$ cat src/core/spu_pkg.sv
// Shared constants and types of the serial port block
package spu_pkg;
   // Register indices; the byte address is four times the index
   localparam logic [7:0]  IDX_CONTROL     = 8'h98;
   localparam logic [7:0]  IDX_DATA        = 8'h99;
   localparam logic [7:0]  IDX_POWER       = 8'h87;
   localparam logic [7:0]  IDX_TMODE       = 8'h89;
   localparam logic [7:0]  IDX_RELOAD      = 8'h8d;
   localparam logic [7:0]  IDX_BRG         = 8'ha0;
   // Single-bit window: byte address = BIT_BASE + 4 * bit address
   localparam logic [11:0] BIT_BASE        = 12'h800;
   localparam logic [7:0]  BIT_CTRL_FIRST  = 8'h98;
   localparam logic [7:0]  BIT_CTRL_LAST   = 8'h9f;
   localparam logic [7:0]  BIT_RATE_DOUBLE = 8'h97;
   // Control, power and generator register fields
   localparam int          CTL_MODE_HI     = 7;
   localparam int          CTL_MODE_LO     = 6;
   localparam int          CTL_MP_EN       = 5;
   localparam int          CTL_RX_EN       = 4;
   localparam int          CTL_TX_NINTH    = 3;
   localparam int          CTL_RX_NINTH    = 2;
   localparam int          CTL_TX_FLAG     = 1;
   localparam int          CTL_RX_FLAG     = 0;
   localparam int          PWR_RATE_DOUBLE = 7;
   localparam int          BRG_SRC_SEL     = 16;
   // Reset values
   localparam logic [7:0]  CONTROL_RST     = 8'h00;
   localparam logic [7:0]  POWER_RST       = 8'h00;
   localparam logic [7:0]  TMODE_RST       = 8'h00;
   localparam logic [7:0]  RELOAD_RST      = 8'h00;
   localparam logic [16:0] BRG_RST         = 17'h00000;
   // Timing counts in clocks or oversample ticks
   localparam logic [3:0]  MCYCLE_CLKS     = 4'hc;
   localparam logic [3:0]  SCLK_HIGH_PHASE = 4'h6;
   localparam logic [3:0]  SYNC_SAMPLE_PH  = 4'h9;
   localparam logic [2:0]  FIX_TICK_CLKS   = 3'h4;
   localparam logic [3:0]  OVERSAMPLE_LAST = 4'hf;
   localparam logic [3:0]  VOTE_FIRST      = 4'h7;
   localparam logic [3:0]  VOTE_LAST       = 4'h9;
   localparam logic [3:0]  DATA_BITS       = 4'h8;
   typedef enum logic [1:0] {
      MODE_SHIFT = 2'b00,
      MODE_8BIT  = 2'b01,
      MODE_9FIX  = 2'b10,
      MODE_9VAR  = 2'b11
   } spu_mode_e;
endpackage

$ cat src/core/spu_tick_if.sv
// Timing strobes from the rate generator to the serial engines
interface spu_tick_if;
   logic       sample16;
   logic       mcycle;
   logic [3:0] mphase;
   modport gen (output sample16, output mcycle, output mphase);
   modport use_ (input sample16, input mcycle, input mphase);
endinterface

$ cat src/core/spu_rate_gen.sv
// Machine cycle and bit-rate tick generator
module spu_rate_gen (
   input  wire logic        clk,
   input  wire logic        arst_n,
   input  wire logic [1:0]  mode,
   input  wire logic        rate_double,
   input  wire logic [7:0]  reload_byte,
   input  wire logic [16:0] brg_cfg,
   spu_tick_if.gen          tk
);
   logic [3:0]  phase_q;
   logic [7:0]  t1_q;
   logic [15:0] brg_q;
   logic        half_q;
   logic [2:0]  fix_q;
   logic        t1_ovf, brg_ovf, ovf, fix_tick;
   logic [2:0]  fix_lim;

   // Machine cycle: twelve oscillator clocks
   always_ff @(posedge clk or negedge arst_n) begin
      if (!arst_n) phase_q <= 4'h0;
      else if (phase_q == spu_pkg::MCYCLE_CLKS - 4'h1) phase_q <= 4'h0;
      else phase_q <= phase_q + 4'h1;
   end
   assign tk.mphase = phase_q;
   assign tk.mcycle = (phase_q == spu_pkg::MCYCLE_CLKS - 4'h1);

   // Timer 1 in auto-reload mode, counting machine cycles
   assign t1_ovf = tk.mcycle && (t1_q == 8'hff);
   always_ff @(posedge clk or negedge arst_n) begin
      if (!arst_n) t1_q <= 8'h00;
      else if (t1_ovf) t1_q <= reload_byte; // RULE19
      else if (tk.mcycle) t1_q <= t1_q + 8'h01;
   end

   // Internal generator, counting every clock for finer rates
   assign brg_ovf = (brg_q == 16'hffff);
   always_ff @(posedge clk or negedge arst_n) begin
      if (!arst_n) brg_q <= 16'h0000;
      else if (brg_ovf) brg_q <= brg_cfg[15:0];
      else brg_q <= brg_q + 16'h0001;
   end

   // Overflow to 16x tick: halve unless the rate is doubled
   assign ovf = brg_cfg[spu_pkg::BRG_SRC_SEL] ? brg_ovf : t1_ovf;
   always_ff @(posedge clk or negedge arst_n) begin
      if (!arst_n) half_q <= 1'b0;
      else if (ovf) half_q <= ~half_q;
   end

   // Fixed-rate 9-bit mode: oscillator over 4 or 2 for 16x
   assign fix_lim  = rate_double ? (spu_pkg::FIX_TICK_CLKS >> 1) - 3'h1
                                 : spu_pkg::FIX_TICK_CLKS - 3'h1; // RULE15
   assign fix_tick = (fix_q >= fix_lim);
   always_ff @(posedge clk or negedge arst_n) begin
      if (!arst_n) fix_q <= 3'h0;
      else if (fix_tick) fix_q <= 3'h0;
      else fix_q <= fix_q + 3'h1;
   end

   assign tk.sample16 = (mode == spu_pkg::MODE_9FIX) ? fix_tick
                                                     : ovf && (rate_double || half_q); // RULE17
endmodule

$ cat src/core/spu_rx_sampler.sv
// Receive line oversampler with start detection and 2-of-3 vote
module spu_rx_sampler (
   input  wire logic clk,
   input  wire logic arst_n,
   input  wire logic sample16,
   input  wire logic rxd,
   input  wire logic hunt,
   output logic      start_det,
   output logic      bit_stb,
   output logic      bit_val
);
   logic       prev_q;
   logic [3:0] cnt_q;
   logic [1:0] vote_q;

   // Falling edge resets the bit-time counter to align with the frame
   always_ff @(posedge clk or negedge arst_n) begin
      if (!arst_n) begin
         prev_q    <= 1'b1;
         cnt_q     <= 4'h0;
         start_det <= 1'b0;
      end else begin
         start_det <= 1'b0;
         if (sample16) begin
            prev_q <= rxd;
            if (hunt && prev_q && !rxd) begin
               cnt_q     <= 4'h0;
               start_det <= 1'b1;
            end else begin
               cnt_q <= cnt_q + 4'h1;
            end
         end
      end
   end

   // Three samples mid-bit; majority rejects short glitches
   always_ff @(posedge clk or negedge arst_n) begin
      if (!arst_n) begin
         vote_q  <= 2'b00;
         bit_stb <= 1'b0;
         bit_val <= 1'b1;
      end else begin
         bit_stb <= 1'b0;
         if (sample16 && cnt_q == spu_pkg::VOTE_FIRST) vote_q[0] <= rxd;
         if (sample16 && cnt_q == spu_pkg::VOTE_FIRST + 4'h1) vote_q[1] <= rxd;
         if (sample16 && cnt_q == spu_pkg::VOTE_LAST) begin
            bit_stb <= 1'b1;
            bit_val <= (vote_q[0] & vote_q[1]) | (vote_q[0] & rxd) | (vote_q[1] & rxd);
         end
      end
   end
endmodule

$ cat src/core/spu_top.sv
// Serial port: four modes, multiprocessor filter, APB registers
//
// Overview of operation
// RULE1 - Two mode bits pick shift mode, 8-bit, fixed 9-bit or variable 9-bit.
// RULE2 - Control byte holds mode, mp enable, rx enable, ninth bits, flags; bit-addressable.
// RULE3 - 9-bit modes with mp enable: frame with ninth bit 0 raises no flag.
// RULE4 - 8-bit mode with mp enable: flag only after a valid stop bit.
// RULE5 - Multiprocessor enable has no effect in shift mode.
// RULE6 - Reception only while rx enable is 1; only software changes it.
// RULE7 - 9-bit modes send the transmit ninth bit as ninth data bit.
// RULE8 - Received ninth field takes ninth bit, or stop bit in 8-bit mode.
// RULE9 - Transmit flag set after 8th bit or at stop start; software clears.
// RULE10 - Receive flag set after 8th bit or mid stop bit; software clears.
// RULE11 - Any write to the data buffer starts a transmission.
// RULE12 - Shift mode reception starts when receive flag 0 and rx enable 1.
// RULE13 - Async modes start reception on a start bit when rx enable 1.
// RULE14 - Sender marks address bytes ninth bit 1, data bytes 0.
// RULE15 - Fixed 9-bit mode runs at oscillator over 64, or 32 when doubled.
// RULE16 - Rate-double bit is power register bit 7, resets 0, bit address 97.
// RULE17 - Variable modes on timer 1: overflow rate times 2^double over 32.
// RULE18 - Variable modes may instead use the internal rate generator.
// RULE19 - Auto-reload timer gives rate from oscillator, 12 and reload byte.
// RULE20 - Software keeps the timer 1 interrupt off when it clocks the port.
// RULE21 - Very low rates by 16-bit timer with software reload; here timer 1 is always 8-bit auto-reload and the timer mode byte has no effect.
// RULE22 - Data buffer writes go to transmit, reads come from receive register.
// RULE23 - Async frame: start 0, 8 data LSB first, optional ninth, stop 1.
// RULE24 - Shift mode: data on receive pin, shift clock on transmit pin.
// RULE25 - One received byte buffered; unread byte causes the next to be lost.
// RULE26 - Interrupt request is transmit flag OR receive flag.
module spu_top (
   input  wire logic        CLOCK,
   input  wire logic        ARST_N,
   input  wire logic        PSEL,
   input  wire logic        PENABLE,
   input  wire logic        PWRITE,
   input  wire logic [11:0] PADDR,
   input  wire logic [31:0] PWDATA,
   output logic [31:0]      PRDATA,
   output logic             PREADY,
   output logic             PSLVERR,
   input  wire logic        RXD_I,
   output logic             RXD_O,
   output logic             RXD_OE_N,
   output logic             TXD,
   output logic             SERIAL_IRQ
);
   typedef enum logic [3:0] {
      TX_IDLE  = 4'b0001,
      TX_WAIT  = 4'b0010,
      TX_SHIFT = 4'b0100,
      TX_STOP  = 4'b1000
   } spu_tx_e;
   typedef enum logic [2:0] {
      RX_IDLE  = 3'b001,
      RX_ASYNC = 3'b010,
      RX_SYNC  = 3'b100
   } spu_rx_e;

   // Software-visible state
   logic [7:0]  ctrl_q, ctrl_d;
   logic [7:0]  pwr_q;
   logic [7:0]  tmode_q;
   logic [7:0]  reload_q;
   logic [16:0] brg_q;
   logic [7:0]  tx_hold_q;
   logic [7:0]  rx_buf_q;

   // Engine state
   spu_tx_e     tx_q;
   spu_rx_e     rx_q;
   logic [9:0]  tx_sr_q;
   logic [3:0]  tx_cnt_q;
   logic [3:0]  tx_div_q;
   logic [7:0]  rx_sr_q;
   logic        rx_ninth_q;
   logic [3:0]  rx_cnt_q;

   // Bus decode
   logic        acc, wr_en, rd_phase;
   logic        in_word, in_bit;
   logic [7:0]  idx;
   logic        hit;
   logic [31:0] rd_mux;
   logic        bit_ctrl, bit_rd;
   logic [2:0]  bit_sel;

   // Mode and engine strobes
   spu_pkg::spu_mode_e mode;
   logic        nine, shift_mode;
   logic        tx_start, tx_bound;
   logic        ti_set, ri_set;
   logic [7:0]  rx_load_data;
   logic        rx_load_ninth;
   logic        sync_busy;
   logic        start_det, bit_stb, bit_val, hunt;
   logic        mp_pass;

   spu_tick_if tk ();

   spu_rate_gen u_rate (
      .clk         (CLOCK),
      .arst_n      (ARST_N),
      .mode        (ctrl_q[spu_pkg::CTL_MODE_HI:spu_pkg::CTL_MODE_LO]),
      .rate_double (pwr_q[spu_pkg::PWR_RATE_DOUBLE]),
      .reload_byte (reload_q),
      .brg_cfg     (brg_q),
      .tk          (tk.gen)
   );

   spu_rx_sampler u_samp (
      .clk       (CLOCK),
      .arst_n    (ARST_N),
      .sample16  (tk.sample16),
      .rxd       (RXD_I),
      .hunt      (hunt),
      .start_det (start_det),
      .bit_stb   (bit_stb),
      .bit_val   (bit_val)
   );

   // Mode decode
   assign mode       = spu_pkg::spu_mode_e'(ctrl_q[spu_pkg::CTL_MODE_HI:spu_pkg::CTL_MODE_LO]); // RULE1
   assign nine       = ctrl_q[spu_pkg::CTL_MODE_HI];   // RULE1
   assign shift_mode = (mode == spu_pkg::MODE_SHIFT);  // RULE1

   // APB: one wait state so read data can come from a flip-flop
   assign acc      = PSEL && PENABLE;
   assign rd_phase = acc && !PREADY;
   assign wr_en    = acc && PREADY && PWRITE;
   assign in_word  = (PADDR[11:10] == 2'b00) && (PADDR[1:0] == 2'b00);
   assign in_bit   = (PADDR[11:10] == spu_pkg::BIT_BASE[11:10]) && (PADDR[1:0] == 2'b00);
   assign idx      = PADDR[9:2];
   assign bit_ctrl = in_bit && idx >= spu_pkg::BIT_CTRL_FIRST && idx <= spu_pkg::BIT_CTRL_LAST;
   assign bit_sel  = idx[2:0] - spu_pkg::BIT_CTRL_FIRST[2:0];

   // Read multiplexer; the data word returns the receive side only
   always_comb begin
      rd_mux = 32'h0000_0000;
      hit    = 1'b1;
      bit_rd = 1'b0;
      if (bit_ctrl) begin
         bit_rd = ctrl_q[bit_sel]; // RULE2
         rd_mux = {31'h0000_0000, bit_rd};
      end else if (in_bit && idx == spu_pkg::BIT_RATE_DOUBLE) begin
         rd_mux = {31'h0000_0000, pwr_q[spu_pkg::PWR_RATE_DOUBLE]}; // RULE16
      end else if (in_word) begin
         unique case (idx)
            spu_pkg::IDX_CONTROL: rd_mux = {24'h000000, ctrl_q};
            spu_pkg::IDX_DATA:    rd_mux = {24'h000000, rx_buf_q}; // RULE22
            spu_pkg::IDX_POWER:   rd_mux = {24'h000000, pwr_q};
            spu_pkg::IDX_TMODE:   rd_mux = {24'h000000, tmode_q};
            spu_pkg::IDX_RELOAD:  rd_mux = {24'h000000, reload_q};
            spu_pkg::IDX_BRG:     rd_mux = {15'h0000, brg_q};
            default:              hit    = 1'b0;
         endcase
      end else begin
         hit = 1'b0;
      end
   end

   // Bus answer registers
   always_ff @(posedge CLOCK or negedge ARST_N) begin
      if (!ARST_N) begin
         PREADY  <= 1'b0;
         PSLVERR <= 1'b0;
         PRDATA  <= 32'h0000_0000;
      end else begin
         PREADY  <= rd_phase;
         PSLVERR <= rd_phase && !hit;
         if (rd_phase) PRDATA <= PWRITE ? 32'h0000_0000 : rd_mux;
      end
   end

   // Control byte: software writes first, hardware events last so a set wins
   always_comb begin
      ctrl_d = ctrl_q;
      if (wr_en && in_word && idx == spu_pkg::IDX_CONTROL) ctrl_d = PWDATA[7:0]; // RULE2
      if (wr_en && bit_ctrl) ctrl_d[bit_sel] = PWDATA[0]; // RULE2
      if (ri_set) ctrl_d[spu_pkg::CTL_RX_NINTH] = rx_load_ninth; // RULE8
      if (ti_set) ctrl_d[spu_pkg::CTL_TX_FLAG] = 1'b1; // RULE9
      if (ri_set) ctrl_d[spu_pkg::CTL_RX_FLAG] = 1'b1; // RULE10
   end

   always_ff @(posedge CLOCK or negedge ARST_N) begin
      if (!ARST_N) ctrl_q <= spu_pkg::CONTROL_RST;
      else ctrl_q <= ctrl_d;
   end

   // Power byte; only the rate-double bit acts here
   always_ff @(posedge CLOCK or negedge ARST_N) begin
      if (!ARST_N) begin
         pwr_q <= spu_pkg::POWER_RST; // RULE16
      end else if (wr_en && in_word && idx == spu_pkg::IDX_POWER) begin
         pwr_q <= PWDATA[7:0];
      end else if (wr_en && in_bit && idx == spu_pkg::BIT_RATE_DOUBLE) begin
         pwr_q[spu_pkg::PWR_RATE_DOUBLE] <= PWDATA[0]; // RULE16
      end
   end

   // Timer mode, reload byte and internal generator setup
   always_ff @(posedge CLOCK or negedge ARST_N) begin
      if (!ARST_N) begin
         tmode_q  <= spu_pkg::TMODE_RST;
         reload_q <= spu_pkg::RELOAD_RST;
         brg_q    <= spu_pkg::BRG_RST;
      end else if (wr_en && in_word) begin
         if (idx == spu_pkg::IDX_TMODE) tmode_q <= PWDATA[7:0];
         if (idx == spu_pkg::IDX_RELOAD) reload_q <= PWDATA[7:0]; // RULE19
         if (idx == spu_pkg::IDX_BRG) brg_q <= PWDATA[16:0]; // RULE18
      end
   end

   // Transmit holding byte; a write always restarts the sender
   assign tx_start = wr_en && in_word && idx == spu_pkg::IDX_DATA; // RULE11
   always_ff @(posedge CLOCK or negedge ARST_N) begin
      if (!ARST_N) tx_hold_q <= 8'h00;
      else if (tx_start) tx_hold_q <= PWDATA[7:0]; // RULE22
   end

   // Free divide-by-16 so async bit edges follow the rate, not the write
   always_ff @(posedge CLOCK or negedge ARST_N) begin
      if (!ARST_N) tx_div_q <= 4'h0;
      else if (tk.sample16) tx_div_q <= tx_div_q + 4'h1;
   end
   assign tx_bound = shift_mode ? tk.mcycle
                                : tk.sample16 && tx_div_q == spu_pkg::OVERSAMPLE_LAST;

   // Transmit engine
   assign ti_set = tx_bound && tx_cnt_q == 4'h0 &&
                   ((tx_q == TX_SHIFT && !shift_mode) ||
                    (tx_q == TX_SHIFT && shift_mode)); // RULE9
   always_ff @(posedge CLOCK or negedge ARST_N) begin
      if (!ARST_N) begin
         tx_q     <= TX_IDLE;
         tx_sr_q  <= 10'h3ff;
         tx_cnt_q <= 4'h0;
      end else if (tx_start) begin
         tx_q <= TX_WAIT; // RULE11
      end else if (tx_bound) begin
         unique case (tx_q)
            TX_IDLE: tx_q <= TX_IDLE;
            TX_WAIT: begin
               tx_q <= TX_SHIFT;
               if (shift_mode) begin
                  tx_sr_q  <= {2'b11, 1'b1, tx_hold_q[7:1]}; // RULE24
                  tx_cnt_q <= spu_pkg::DATA_BITS - 4'h1;
               end else begin
                  tx_sr_q  <= {1'b1, nine ? ctrl_q[spu_pkg::CTL_TX_NINTH] : 1'b1,
                               tx_hold_q}; // RULE7 RULE23
                  tx_cnt_q <= nine ? spu_pkg::DATA_BITS + 4'h1 : spu_pkg::DATA_BITS; // RULE23
               end
            end
            TX_SHIFT: begin
               if (tx_cnt_q != 4'h0) begin
                  tx_sr_q  <= {1'b1, tx_sr_q[9:1]};
                  tx_cnt_q <= tx_cnt_q - 4'h1;
               end else begin
                  tx_q <= shift_mode ? TX_IDLE : TX_STOP; // RULE9
               end
            end
            TX_STOP: tx_q <= TX_IDLE;
         endcase
      end
   end

   // Transmit pin drivers; shift clock low in the first half of a cycle
   always_ff @(posedge CLOCK or negedge ARST_N) begin
      if (!ARST_N) begin
         TXD      <= 1'b1;
         RXD_O    <= 1'b1;
         RXD_OE_N <= 1'b1;
      end else if (shift_mode) begin
         TXD      <= (sync_busy && tk.mphase < spu_pkg::SCLK_HIGH_PHASE) ? 1'b0 : 1'b1; // RULE24
         RXD_OE_N <= !(tx_q == TX_SHIFT);
         if (tx_q == TX_WAIT && tx_bound) RXD_O <= tx_hold_q[0];
         else if (tx_q == TX_SHIFT && tx_bound && tx_cnt_q != 4'h0) RXD_O <= tx_sr_q[0]; // RULE24
      end else begin
         RXD_OE_N <= 1'b1;
         RXD_O    <= 1'b1;
         if (tx_q == TX_WAIT && tx_bound) TXD <= 1'b0; // RULE23
         else if (tx_q == TX_SHIFT && tx_bound) TXD <= (tx_cnt_q != 4'h0) ? tx_sr_q[0] : 1'b1;
         else if (tx_q == TX_IDLE) TXD <= 1'b1;
      end
   end

   // Shift clock runs while either direction is active in shift mode
   assign sync_busy = (tx_q == TX_SHIFT) || (rx_q == RX_SYNC);

   // Look for start bits only when idle and enabled
   assign hunt = rx_q == RX_IDLE && !shift_mode && ctrl_q[spu_pkg::CTL_RX_EN]; // RULE6 RULE13

   // Address filter: ninth bit in 9-bit modes, stop bit in 8-bit mode
   assign mp_pass = !ctrl_q[spu_pkg::CTL_MP_EN] ||
                    (nine ? rx_ninth_q : bit_val); // RULE3 RULE4 RULE5

   // Completion: an unread byte blocks the new one, which is dropped
   always_comb begin
      ri_set        = 1'b0;
      rx_load_data  = rx_sr_q;
      rx_load_ninth = ctrl_q[spu_pkg::CTL_RX_NINTH];
      if (rx_q == RX_ASYNC && bit_stb &&
          rx_cnt_q == (nine ? spu_pkg::DATA_BITS + 4'h2 : spu_pkg::DATA_BITS + 4'h1)) begin
         ri_set        = !ctrl_q[spu_pkg::CTL_RX_FLAG] && mp_pass; // RULE10 RULE25
         rx_load_ninth = nine ? rx_ninth_q : bit_val; // RULE8
      end else if (rx_q == RX_SYNC && tk.mcycle && rx_cnt_q == spu_pkg::DATA_BITS) begin
         ri_set = 1'b1; // RULE10 RULE5
      end
   end

   // Receive engine
   always_ff @(posedge CLOCK or negedge ARST_N) begin
      if (!ARST_N) begin
         rx_q       <= RX_IDLE;
         rx_sr_q    <= 8'hff;
         rx_ninth_q <= 1'b1;
         rx_cnt_q   <= 4'h0;
      end else begin
         unique case (rx_q)
            RX_IDLE: begin
               rx_cnt_q <= 4'h0;
               if (start_det) begin
                  rx_q <= RX_ASYNC; // RULE13
               end else if (shift_mode && tk.mcycle && tx_q == TX_IDLE &&
                            ctrl_q[spu_pkg::CTL_RX_EN] && !ctrl_q[spu_pkg::CTL_RX_FLAG]) begin
                  rx_q <= RX_SYNC; // RULE12
               end
            end
            RX_ASYNC: begin
               if (bit_stb) begin
                  rx_cnt_q <= rx_cnt_q + 4'h1;
                  if (rx_cnt_q == 4'h0 && bit_val) begin
                     rx_q <= RX_IDLE; // False start rejected
                  end else if (rx_cnt_q >= 4'h1 && rx_cnt_q <= spu_pkg::DATA_BITS) begin
                     rx_sr_q <= {bit_val, rx_sr_q[7:1]}; // RULE23
                  end else if (nine && rx_cnt_q == spu_pkg::DATA_BITS + 4'h1) begin
                     rx_ninth_q <= bit_val; // RULE8
                  end else if (rx_cnt_q > spu_pkg::DATA_BITS) begin
                     rx_q <= RX_IDLE;
                  end
               end
            end
            RX_SYNC: begin
               if (tk.mphase == spu_pkg::SYNC_SAMPLE_PH && rx_cnt_q < spu_pkg::DATA_BITS) begin
                  rx_sr_q  <= {RXD_I, rx_sr_q[7:1]}; // RULE24
                  rx_cnt_q <= rx_cnt_q + 4'h1;
               end
               if (tk.mcycle && rx_cnt_q == spu_pkg::DATA_BITS) rx_q <= RX_IDLE;
            end
            default: rx_q <= RX_IDLE;
         endcase
      end
   end

   // Receive buffer loads only when the flag is raised
   always_ff @(posedge CLOCK or negedge ARST_N) begin
      if (!ARST_N) rx_buf_q <= 8'h00;
      else if (ri_set) rx_buf_q <= rx_load_data; // RULE22 RULE25
   end

   // Single request from either flag
   always_ff @(posedge CLOCK or negedge ARST_N) begin
      if (!ARST_N) SERIAL_IRQ <= 1'b0;
      else SERIAL_IRQ <= ctrl_q[spu_pkg::CTL_TX_FLAG] | ctrl_q[spu_pkg::CTL_RX_FLAG]; // RULE26
   end
endmodule

$ cat config.mk
export PLATFORM = sky130hd
export DESIGN_NAME = spu_top
export DESIGN_NICKNAME = d
export VERILOG_FILES = /design/src/core/spu_pkg.sv /design/src/core/spu_tick_if.sv /design/src/core/spu_rate_gen.sv /design/src/core/spu_rx_sampler.sv /design/src/core/spu_top.sv
export SDC_FILE = /design/constraint.sdc
export NUM_CORES = 1
export LEC_CHECK = 0
export BUFFER_PORTS_ARGS = -buffer_cell sky130_fd_sc_hd__buf_2
export CAP_MARGIN = 20
export CORE_MARGIN = 5
export CORE_UTILIZATION = 49
export CTS_CLUSTER_DIAMETER = 30
export DETAILED_ROUTE_END_ITERATION = 8
export PLACE_DENSITY_LB_ADDON = 0.25
export RECOVER_POWER = 50
export SYNTH_ARGS = -nofsm -noshare
export SYNTH_HDL_FRONTEND = slang
export SYNTH_SLANG_ARGS = --single-unit
$ cat constraint.sdc
create_clock -name CLOCK -period 4.9 [get_ports CLOCK]
set_clock_uncertainty 0.15 [all_clocks]
set_input_delay 0.49 -clock CLOCK [delete_from_list [all_inputs] [get_ports CLOCK]]
set_output_delay 0.49 -clock CLOCK [all_outputs]
set_load 0.02 [all_outputs]
After elaboration in Yosys (flattened, before gate mapping):

Cells that the tools add are included.

* logic and storage cells: 268
* input bits: 50
* register bits: 183

* eq/ne operators: 40
* add/subtract/negate cells: 8
* reductions and logical operators: 85
* multiplexer cells: 79
* magnitude comparators: 10
* bitwise gates (word level): 10

Operators with widths (number)
* 2-to-1 mux 32 bit: 4
* case mux 17 bit (6 select lines): 1
* == test 8 bit, second input constant: 8
* 2-to-1 mux 8 bit: 8
* logical AND 1 bit: 50
* 2-to-1 mux 4 bit: 10
* 2-to-1 mux 1 bit: 33
* == test 4 bit, second input constant: 8
* 2-to-1 mux 3 bit: 9
* case mux 4 bit (3 select lines): 2
* case mux 10 bit (2 select lines): 1
* adder 16 x 1 -> 16 bit, second input constant: 1
* adder 4 x 1 -> 4 bit, second input constant: 4
* == test 16 bit, second input constant: 1
* 2-to-1 mux 16 bit: 1
* case mux 8 bit (2 select lines): 1
* inequality test 2 x 1 -> 1 bit, second input constant: 6
* 2-to-1 mux 10 bit: 1
* AND reduction 5 bit: 2
* nonzero test 2 bit: 5
* 2-to-1 mux 9 bit: 1
* inequality test 3 x 1 -> 1 bit, second input constant: 3
* inequality test 3 bit, second input constant: 3
* case mux 3 bit (3 select lines): 1
* other kinds (42): 68

Logic depth before layout (Yosys ltp):

Gate-level depths: netlist (run 1).

* word-level depth: 12
* depth in mapped cells: 8
* depth with buffers taken out: 8

Cells and area by module:

Synthesis (run 1) repeated with hierarchy kept, for this count alone.

* cell total of the unflattened synthesis: 800
* area, all modules: 8725.9 µm²

By module, submodules not included
* spu_top: area an instance 6542.5 µm², times used 1, cells each 595
* spu_rate_gen: area an instance 1690.4 µm², times used 1, cells each 165
* spu_rx_sampler: area an instance 493.0 µm², times used 1, cells each 40

Worst setup path before layout (run 1):

No wires, ideal clock.

* kind: register to register
* from: register u_rate.phase_q[0], in the netlist u_rate.tk.mphase[0]
* to: register tx_sr_q[2]
* path buffers: 1
* cell stages (with the launch flop): 9
* setup time: 0.085 ns
* path slack: 2.268 ns
* period minus slack after synthesis: 2.632 ns
* arrival time: 2.397 ns
* cells stage by stage: dfrtp_1 ha_1 nand4_1 or3_4 o31ai_4 a41oi_4 nor3_4 buf_6 mux2_1

* longest elaborated chain between the ends: 8

RTL lines
* start, declared: RTL line spu_rate_gen.sv:11 `logic [3:0] phase_q;`
* start signal, assigned: RTL line spu_rate_gen.sv:23 `else phase_q <= phase_q + 4'h1;`
* == test 4 bit *: RTL line spu_rate_gen.sv:26 `assign tk.mcycle = (phase_q == spu_pkg::MCYCLE_CLKS - 4'h1);`
* logical AND 1 bit: RTL line spu_rate_gen.sv:29 `assign t1_ovf = tk.mcycle && (t1_q == 8'hff);`
* 2-to-1 mux 1 bit: RTL line spu_rate_gen.sv:45 `assign ovf = brg_cfg[spu_pkg::BRG_SRC_SEL] ? brg_ovf : t1_ovf;`
* logical AND 1 bit: RTL line spu_rate_gen.sv:62 `: ovf && (rate_double || half_q);`
* 2-to-1 mux 1 bit: RTL line spu_rate_gen.sv:61 `assign tk.sample16 = (mode == spu_pkg::MODE_9FIX) ? fix_tick`
* logical AND 1 bit: RTL line spu_top.sv:226 `: tk.sample16 && tx_div_q == spu_pkg::OVERSAMPLE_LAST;`
* 2-to-1 mux 1 bit *: RTL line spu_top.sv:225 `assign tx_bound = shift_mode ? tk.mcycle`
* AND reduction 4 bit (no source line) *
* end signal, assigned: RTL line spu_top.sv:245 `tx_sr_q <= {2'b11, 1'b1, tx_hold_q[7:1]};`
* end signal, assigned: RTL line spu_top.sv:248 `tx_sr_q <= {1'b1, nine ? ctrl_q[spu_pkg::CTL_TX_NINTH] : 1'b1,`
* end signal, assigned: RTL line spu_top.sv:255 `tx_sr_q <= {1'b1, tx_sr_q[9:1]};`
* end, declared: RTL line spu_top.sv:71 `logic [9:0] tx_sr_q;`

Mark *: on every way between the ends. The rest lies on a longest branch, timed or not.
A chain may end at the register's enable or synchronous reset.

Worst setup path in the final report (run 1):

* from: register u_rate.phase_q[0], in the netlist u_rate.tk.mphase[0]
* to: register tx_sr_q[1]

The elaborated chain is that of the path after synthesis.

==> results of run 1 <==
-- layer usage --
layer | vias up | wire length [microns] | part of all wire (%)
met2 | 198 | 9160 | 47
met4 | 0 | 355 | 1.8
met3 | 29 | 1100 | 5.7
li1 | 2908 | - | -
met1 | 3116 | 8850 | 45
met5 | - | 0 | 0
-- power breakdown --
group / total (W) / switching (W) / internal [W] / leakage [nW]
registers: 0.00155 / 0.0000817 / 0.00146 / 2.15
logic: 0.000367 / 0.000215 / 0.000152 / 1.76
clock network: 0.00132 / 0.000598 / 0.000721 / 0.278
total: 0.00323 / 0.000894 / 0.00234 / 4.19
-- flip-flops by register name, indices dropped and copies added, names as in the netlist, 8 cells and up --
| signal | flops |
|---|---|
| pwr_q | 8 |
| PRDATA | 17 |
| reload_q | 8 |
| rx_load_data | 8 |
| tx_sr_q | 9 |
| u_rate.t1_q | 8 |
| tmode_q | 8 |
| tx_hold_q | 8 |
| u_rate.brg_q | 16 |
| rx_buf_q | 8 |
| brg_q | 17 |
| ctrl_q | 8 |
-- per-stage QoR --
stage	setup slack [ps]	cells	util, %	instance area, sq um	power [W]
6_report	1720	1069	55.2	9450	0.00323
5_1_grt	1430	1069	55.2	9450	0.00338
4_1_cts	1740	1068	55.2	9460	0.00327
3_5_place_dp	1440	1036	51.8	8870	0.00194
3_3_place_gp	1490	1036	51.8	8870	0.00191
2_1_floorplan	2270	795	-	8490	0.00181
-- worst max-delay path by stage --
stage                         from           to  slack (ps)  cells past startpoint
5_1_grt                     ARST_N  reload_q[0]        1430                      2
6_report       u_rate.tk.mphase[0]   tx_sr_q[1]        1720                      7
3_5_place_dp              PADDR[2]   tmode_q[1]        1440                      6
4_1_cts        u_rate.tk.mphase[0]   tx_sr_q[1]        1740                      7
2_1_floorplan  u_rate.tk.mphase[0]   tx_sr_q[2]        2270                      8
3_3_place_gp              PADDR[2]   tmode_q[7]        1490                      6
-- placed cells by master, fill, tap and decap left out, types with 15 or more instances in the layout --
cell type,synthesis,final
a21oi_1,30,30
a22oi_1,15,15
buf_2,6,52
clkbuf_16,0,17
conb_1,1,15
dfrtp_1,142,142
dfstp_2,25,25
ha_1,15,15
inv_1,17,17
mux2_2,73,73
mux2i_1,19,19
nand2_1,85,85
nand3_1,25,25
nor2_1,38,38
o21ai_0,59,59
-- worst max-delay path, delay by kind of cell (launching register included) --
kind / cells / cell delay [ps]
muxes: 1 / 400
AOI/OAI and AO/OA: 2 / 740
and+or+nand+nor: 3 / 1160
DFF: 1 / 400
adders and majority gates: 1 / 260
-- logic make-up after synthesis --
family          after synthesis  synth area share (%)
compound gates              161                  12.6
xor+xnor                     20                  2.08
fa+ha+maj                    16                  2.34
buf+inv                      65                  3.74
flops                       167                  49.9
mux                         101                  13.5
other cells                   1                0.0445
simple gates                250                  15.8
-- layout make-up --
class                      instances  area [sq um]
timing repair buffer              65           342
inverter                          17          63.8
tap                              225           282
clock buffer                      17           425
sequential                       167          4210
multi-input combinational        563          3970
clock inverter                    15           161
fill                            1443          7660
==> results by group, run 1 <==
Status
  – Status: complete, but fails checks
  – Failing checks: max-capacitance violations, max-slew violations

Critical path
  – Crit-path slowest cell: nor3_4
  – CP Capture Type: register
  – Reg2Reg Depth: 7
  – Worst R2R Start: u_rate.tk.mphase[0]
  – R2r endpoint: tx_sr_q[1]
  – Worst Path Arrival: 3380 ps
  – Slowest Stage Delay on Critical Path: 580 ps
  – Crit Path Category: reg -> reg
  – CP Cell Sequence: ha_1 -> nand4_1 -> or3_4 -> o31ai_4 -> a41oi_4 -> nor3_4 -> mux2_2
  – Critical path launch point type: register
  – R2R Setup Slk: 1720 ps
  – CP required: 5110 ps
  – Crit path max fanout: 12

Synthesis
  – Number of synthesized flops with an enable pin: 0
  – Mean Syn Cell Area: 10.8 sq um
  – Synth top cells by count: dfrtp_1 (142), nand2_1 (85), mux2_2 (73), o21ai_0 (59), nor2_1 (38)
  – Warning count from the yosys run: 0
  – Async set-reset flop share out of synthesis: 100%
  – Most frequent cell after synthesis: dfrtp_1
  – Synth area leaders: dfrtp_1 (42%), mux2_2 (9.7%), dfstp_2 (7.8%)
  – Synth Flop Type: dfrtp_1
  – Post-synth top area share: 42.1%
  – Register area share after synthesis: 49.9%
  – Cell Area, Synth: 8430 sq um
  – Cells after Synth: 781
  – Synth cell types: 76
  – Largest area contributor in the netlist: dfrtp_1
  – Seq cells post-synth: 167

Timing
  – Worst hold margin: 142 ps
  – Worst slew margin: -44.2%
  – Slew @ Worst Pin: 2160 ps
  – Final period util: 64.9%
  – Peak Freq: 315 MHz
  – Setup Viol. Count Final: 0
  – Setup TNS: 0 ps
  – Max-slew violation count: 88
  – Final hold violations: 0
  – Fin crit period: 3180 ps
  – RSZ-0062 raised after global routing: no

Cells and area
  – Nets@finish: 896
  – Layout cells sized above 1: 24.8%
  – N_diodes: 0
  – Area growth syn-to-layout: 12.1%

Routing
  – Avg WL per Cell: 18.2 microns
  – 1st-pass router iterations: 6
  – DRT Wirelength: 19500 microns
  – Vias per cell: 5.85
  – Post-route ant nets: 0
  – DRC Markers: 0
  – Via count: 6251
  – Starting DRT DRC Count: 439

GRT
  – Vias in the first global route: 6245
  – Routing usage on met3: 4.04%
  – GRT overflow: 0
  – Global-route wire length before repair: 32100 microns
  – GR Util All Layers: 19.9%
  – Antenna violations before repair: 0
  – Pin count of the biggest net entering global routing: 88
  – Met1 usage: 27.6%
  – GRT busiest layer: met2
  – Met2 Resource Use GR: 31.7%

Clock network
  – Setup Buffers After CTS: 0
  – Clock buffer depth: 2
  – TritonCTS clock tree: done
  – Post-CTS resize count: 0
  – Worst skew pair latency: 430 ps
  – Root Driver: clkbuf_16
  – H-tree depth: 4
  – # hold bufs at CTS: 0
  – Clk pin slew, worst setup/hold paths: 70 ps
  – CTS Buf Count: 17
  – Clk sink count: 167

Floorplan
  – Die area: 19900 sq um
  – Row count: 48
  – Die X: 141 microns
  – Core area: 17100 sq um
  – Initial Utilization: 49.3%
  – IO Pins: 88
  – Die Ht: 141 microns

Min path
  – Hold worst-path end: brg_q[9]
  – WHS Path Cells: 2
  – Hold wc startpoint: PWDATA[9]
  – Worst min-delay path class: in -> reg

Run
  – Max-cap violations: 1

Power and ir drop
  – Leak: 4.19 nW
  – Max VDD drop: 0.265 mV
  – Power Density: 342 nW/um^2

Placement
  – Gp weighted congestion: 0.829
  – IO Port Bufs: 57
  – Final HPWL DP: 14100 microns
(Power assumes the default switching activity.)
==> run 2, diff against run 1 <==
==> constraint.sdc (replaced) <==
create_clock -name CLOCK -period 2.64 [get_ports CLOCK]
set_clock_uncertainty 0.15 [all_clocks]
set_input_delay 0.264 -clock CLOCK [delete_from_list [all_inputs] [get_ports CLOCK]]
set_output_delay 0.264 -clock CLOCK [all_outputs]
set_load 0.02 [all_outputs]
==> run 2 against run 1 <==
  * The run still ends with max-capacitance violations, max-slew violations left
  * Highest routed layer is now met5
  * Critical path depth up 1
  * Critical path type unchanged
  * Clock power increased by 73%
  * Die area unchanged
==> results by group, run 2 (synthesis results as in run 1) <==
Status
  – Status: complete, but fails checks (unchanged)
  – Failing checks: max-capacitance violations, max-slew violations (unchanged)

Clock network
  – Clock buffer depth: 2 (unchanged)
  – Worst skew pair latency: 430 ps (about the same)
  – Clk pin slew, worst setup/hold paths: 60 ps (was 70 ps)
  – TritonCTS clock tree: done (unchanged)
  – CTS Buf Count: 17 (unchanged)
  – Clk sink count: 167 (unchanged)
  – Root Driver: clkbuf_16 (unchanged)
  – H-tree depth: 4 (unchanged)

Routing
  – DRT Wirelength: 21300 microns (was 19500 microns)
  – Starting DRT DRC Count: 365 (was 439)
  – Post-route ant nets: 0 (unchanged)
  – Via count: 6438 (was 6251)
  – 1st-pass router iterations: 6 (unchanged)
  – Avg WL per Cell: 18.9 microns (was 18.2 microns)
  – DRC Markers: 0 (unchanged)
  – Vias per cell: 5.70 (was 5.85)

Timing
  – Worst setup margin: 82.6 ps (was 1720 ps)
  – Worst slew margin: -21.1% (was -44.2%)
  – Slew @ Worst Pin: 1820 ps (was 2160 ps)
  – Final hold violations: 0 (unchanged)
  – Final period util: 96.9% (was 64.9%)
  – Fin crit period: 2560 ps (was 3180 ps)
  – Max-slew violation count: 73 (was 88)
  – Peak Freq: 391 MHz (was 315 MHz)
  – Setup Viol. Count Final: 0 (unchanged)

Floorplan
  – IO Pins: 88 (unchanged)
  – Die Ht: 141 microns (unchanged)
  – Die X: 141 microns (unchanged)
  – Initial Utilization: 49.3% (unchanged)
  – Row count: 48 (unchanged)
  – Die area: 19900 sq um (unchanged)
  – Core area: 17100 sq um (unchanged)

Cells and area
  – Most common cell after layout, fill and taps aside: dfrtp_1 (unchanged)
  – Post-layout util: 58.0% (was 55.2%)
  – Nets@finish: 956 (was 896)
  – Area growth syn-to-layout: 17.6% (was 12.1%)
  – Layout Cells excl Fill: 1129 (was 1069)
  – Final Cell Area: 9920 sq um (was 9450 sq um)
  – Most frequent cells in the layout: dfrtp_1 (142), nand2_1 (85), mux2_2 (73), o21ai_0 (59), buf_4 (48) (was dfrtp_1 (142), nand2_1 (85), mux2_2 (73), o21ai_0 (59), buf_2 (52))
  – N_diodes: 0 (unchanged)
  – Layout cells sized above 1: 26.8% (was 24.8%)
  – Top flop regs: PRDATA: 17 flops, brg_q: 17 flops, u_rate.brg_q: 16 flops (unchanged)

Placement
  – Final HPWL DP: 15600 microns (was 14100 microns)
  – Gp weighted congestion: 0.910 (was 0.829)
  – IO Port Bufs: 57 (unchanged)
  – Placed cells: 1079 (was 1036)
  – Setup WS pre-CTS: 4.21 ps (was 1440 ps)
  – Placed standard-cell area: 9230 sq um (was 8870 sq um)

Power and ir drop
  – Power Density: 599 nW/um^2 (was 342 nW/um^2)
  – Comb power frac: 13.1% (was 11.3%)
  – Cell-internal power: 0.00429 W (was 0.00234 W)
  – Leak: 4.40 nW (was 4.19 nW)
  – Clock power frac: 38.5% (was 40.8%)
  – Max VDD drop: 0.608 mV (was 0.265 mV)
  – Reg power frac: 48.3% (was 47.8%)
  – Switching share of power: 27.8% (was 27.7%)
  – Sw Pwr: 0.00165 W (was 0.000894 W)
  – Total Power: 0.00594 W (was 0.00323 W)

GRT
  – GR Util All Layers: 21.8% (was 19.9%)
  – GRT overflow: 0 (unchanged)
  – Antenna violations before repair: 1 (was 0)
  – Vias in the first global route: 6668 (was 6245)
  – Global-route wire length before repair: 34600 microns (was 32100 microns)
  – Pin count of the biggest net entering global routing: 74 (was 88)

Critical path
  – Worst Path Arrival: 2720 ps (was 3380 ps)
  – Crit Path Category: reg -> reg (unchanged)
  – Critical path launch point type: register (unchanged)
  – CP required: 2800 ps (was 5110 ps)
  – R2R Setup Slk: 80 ps (was 1720 ps)
  – CP Capture Type: register (unchanged)
  – Crit path max fanout: 7 (was 12)

Run
  – Max-cap violations: 1 (unchanged)

Min path
  – Worst min-delay path class: in -> reg (unchanged)
run 2: layout make-up:
class	instances	area (sq um)
tap	225	282
clock buffer	17	425
fill	1426	7190
timing repair buffer	125	837
clock inverter	15	115
inverter	17	63.8
sequential	167	4210
multi-input combinational	563	3990
run 2: timing repair:
item / CTS / global route
hold endpoints to repair: 73 / 0
gates resized for setup: 0 / 5
buffers inserted: 0 / 6
setup endpoints to repair: 1 / 22
hold buffers: 11 / 0
pin swaps: 0 / 5
cloned: 0 / 1
run 2: stage by stage:
step,hold WS [ps],setup TNS (ps)
5_1_grt,35.9,-37.1
2_1_floorplan,-182,0
6_report,37.1,0
3_3_place_gp,188,0
4_1_cts,19.4,-20.0
3_5_place_dp,190,0
run 2: critical path, cell delays in order (launching register included):
cell and delay (ps):
dfrtp_1 360, ha_2 190, nand4_1 130, or3_4 360, o31ai_4 250, buf_4 180, a31oi_4 140, nor4bb_2 320
mux2_2 360
run 2: worst paths after layout:
kind	start	to	cells after the start
max in group asynchronous	ARST_N	u_rate.brg_q[2]	3
worst max-delay path	u_rate.t1_q[0]	u_samp.vote_q[1]	8
worst min-delay path	PWDATA[3]	reload_q[3]	2
min in group asynchronous	ARST_N	rx_buf_q[1]	2
worst min register to register	u_rate.fix_q[2]	u_rate.fix_q[0]	1
worst max register to register	u_rate.t1_q[0]	u_samp.vote_q[1]	8
run 2: power groups by stage:
stage	clock network, W	registers, W	logic (W)
5_1_grt	0.00244	0.00289	0.000870
4_1_cts	0.00234	0.00286	0.000779
6_report	0.00229	0.00287	0.000781
2_1_floorplan	0	0.00286	0.000508
3_3_place_gp	0	0.00290	0.000715
3_5_place_dp	0	0.00291	0.000760
run 2: routing by layer:
metal  routed length (microns)  up-vias  GRT usage [%]
met4                       420        2           6.99
li1                          -     3030              -
met5                         7        -              0
met3                      1330       36           4.34
met1                      9310     3171           28.9
met2                     10200      199           36.1
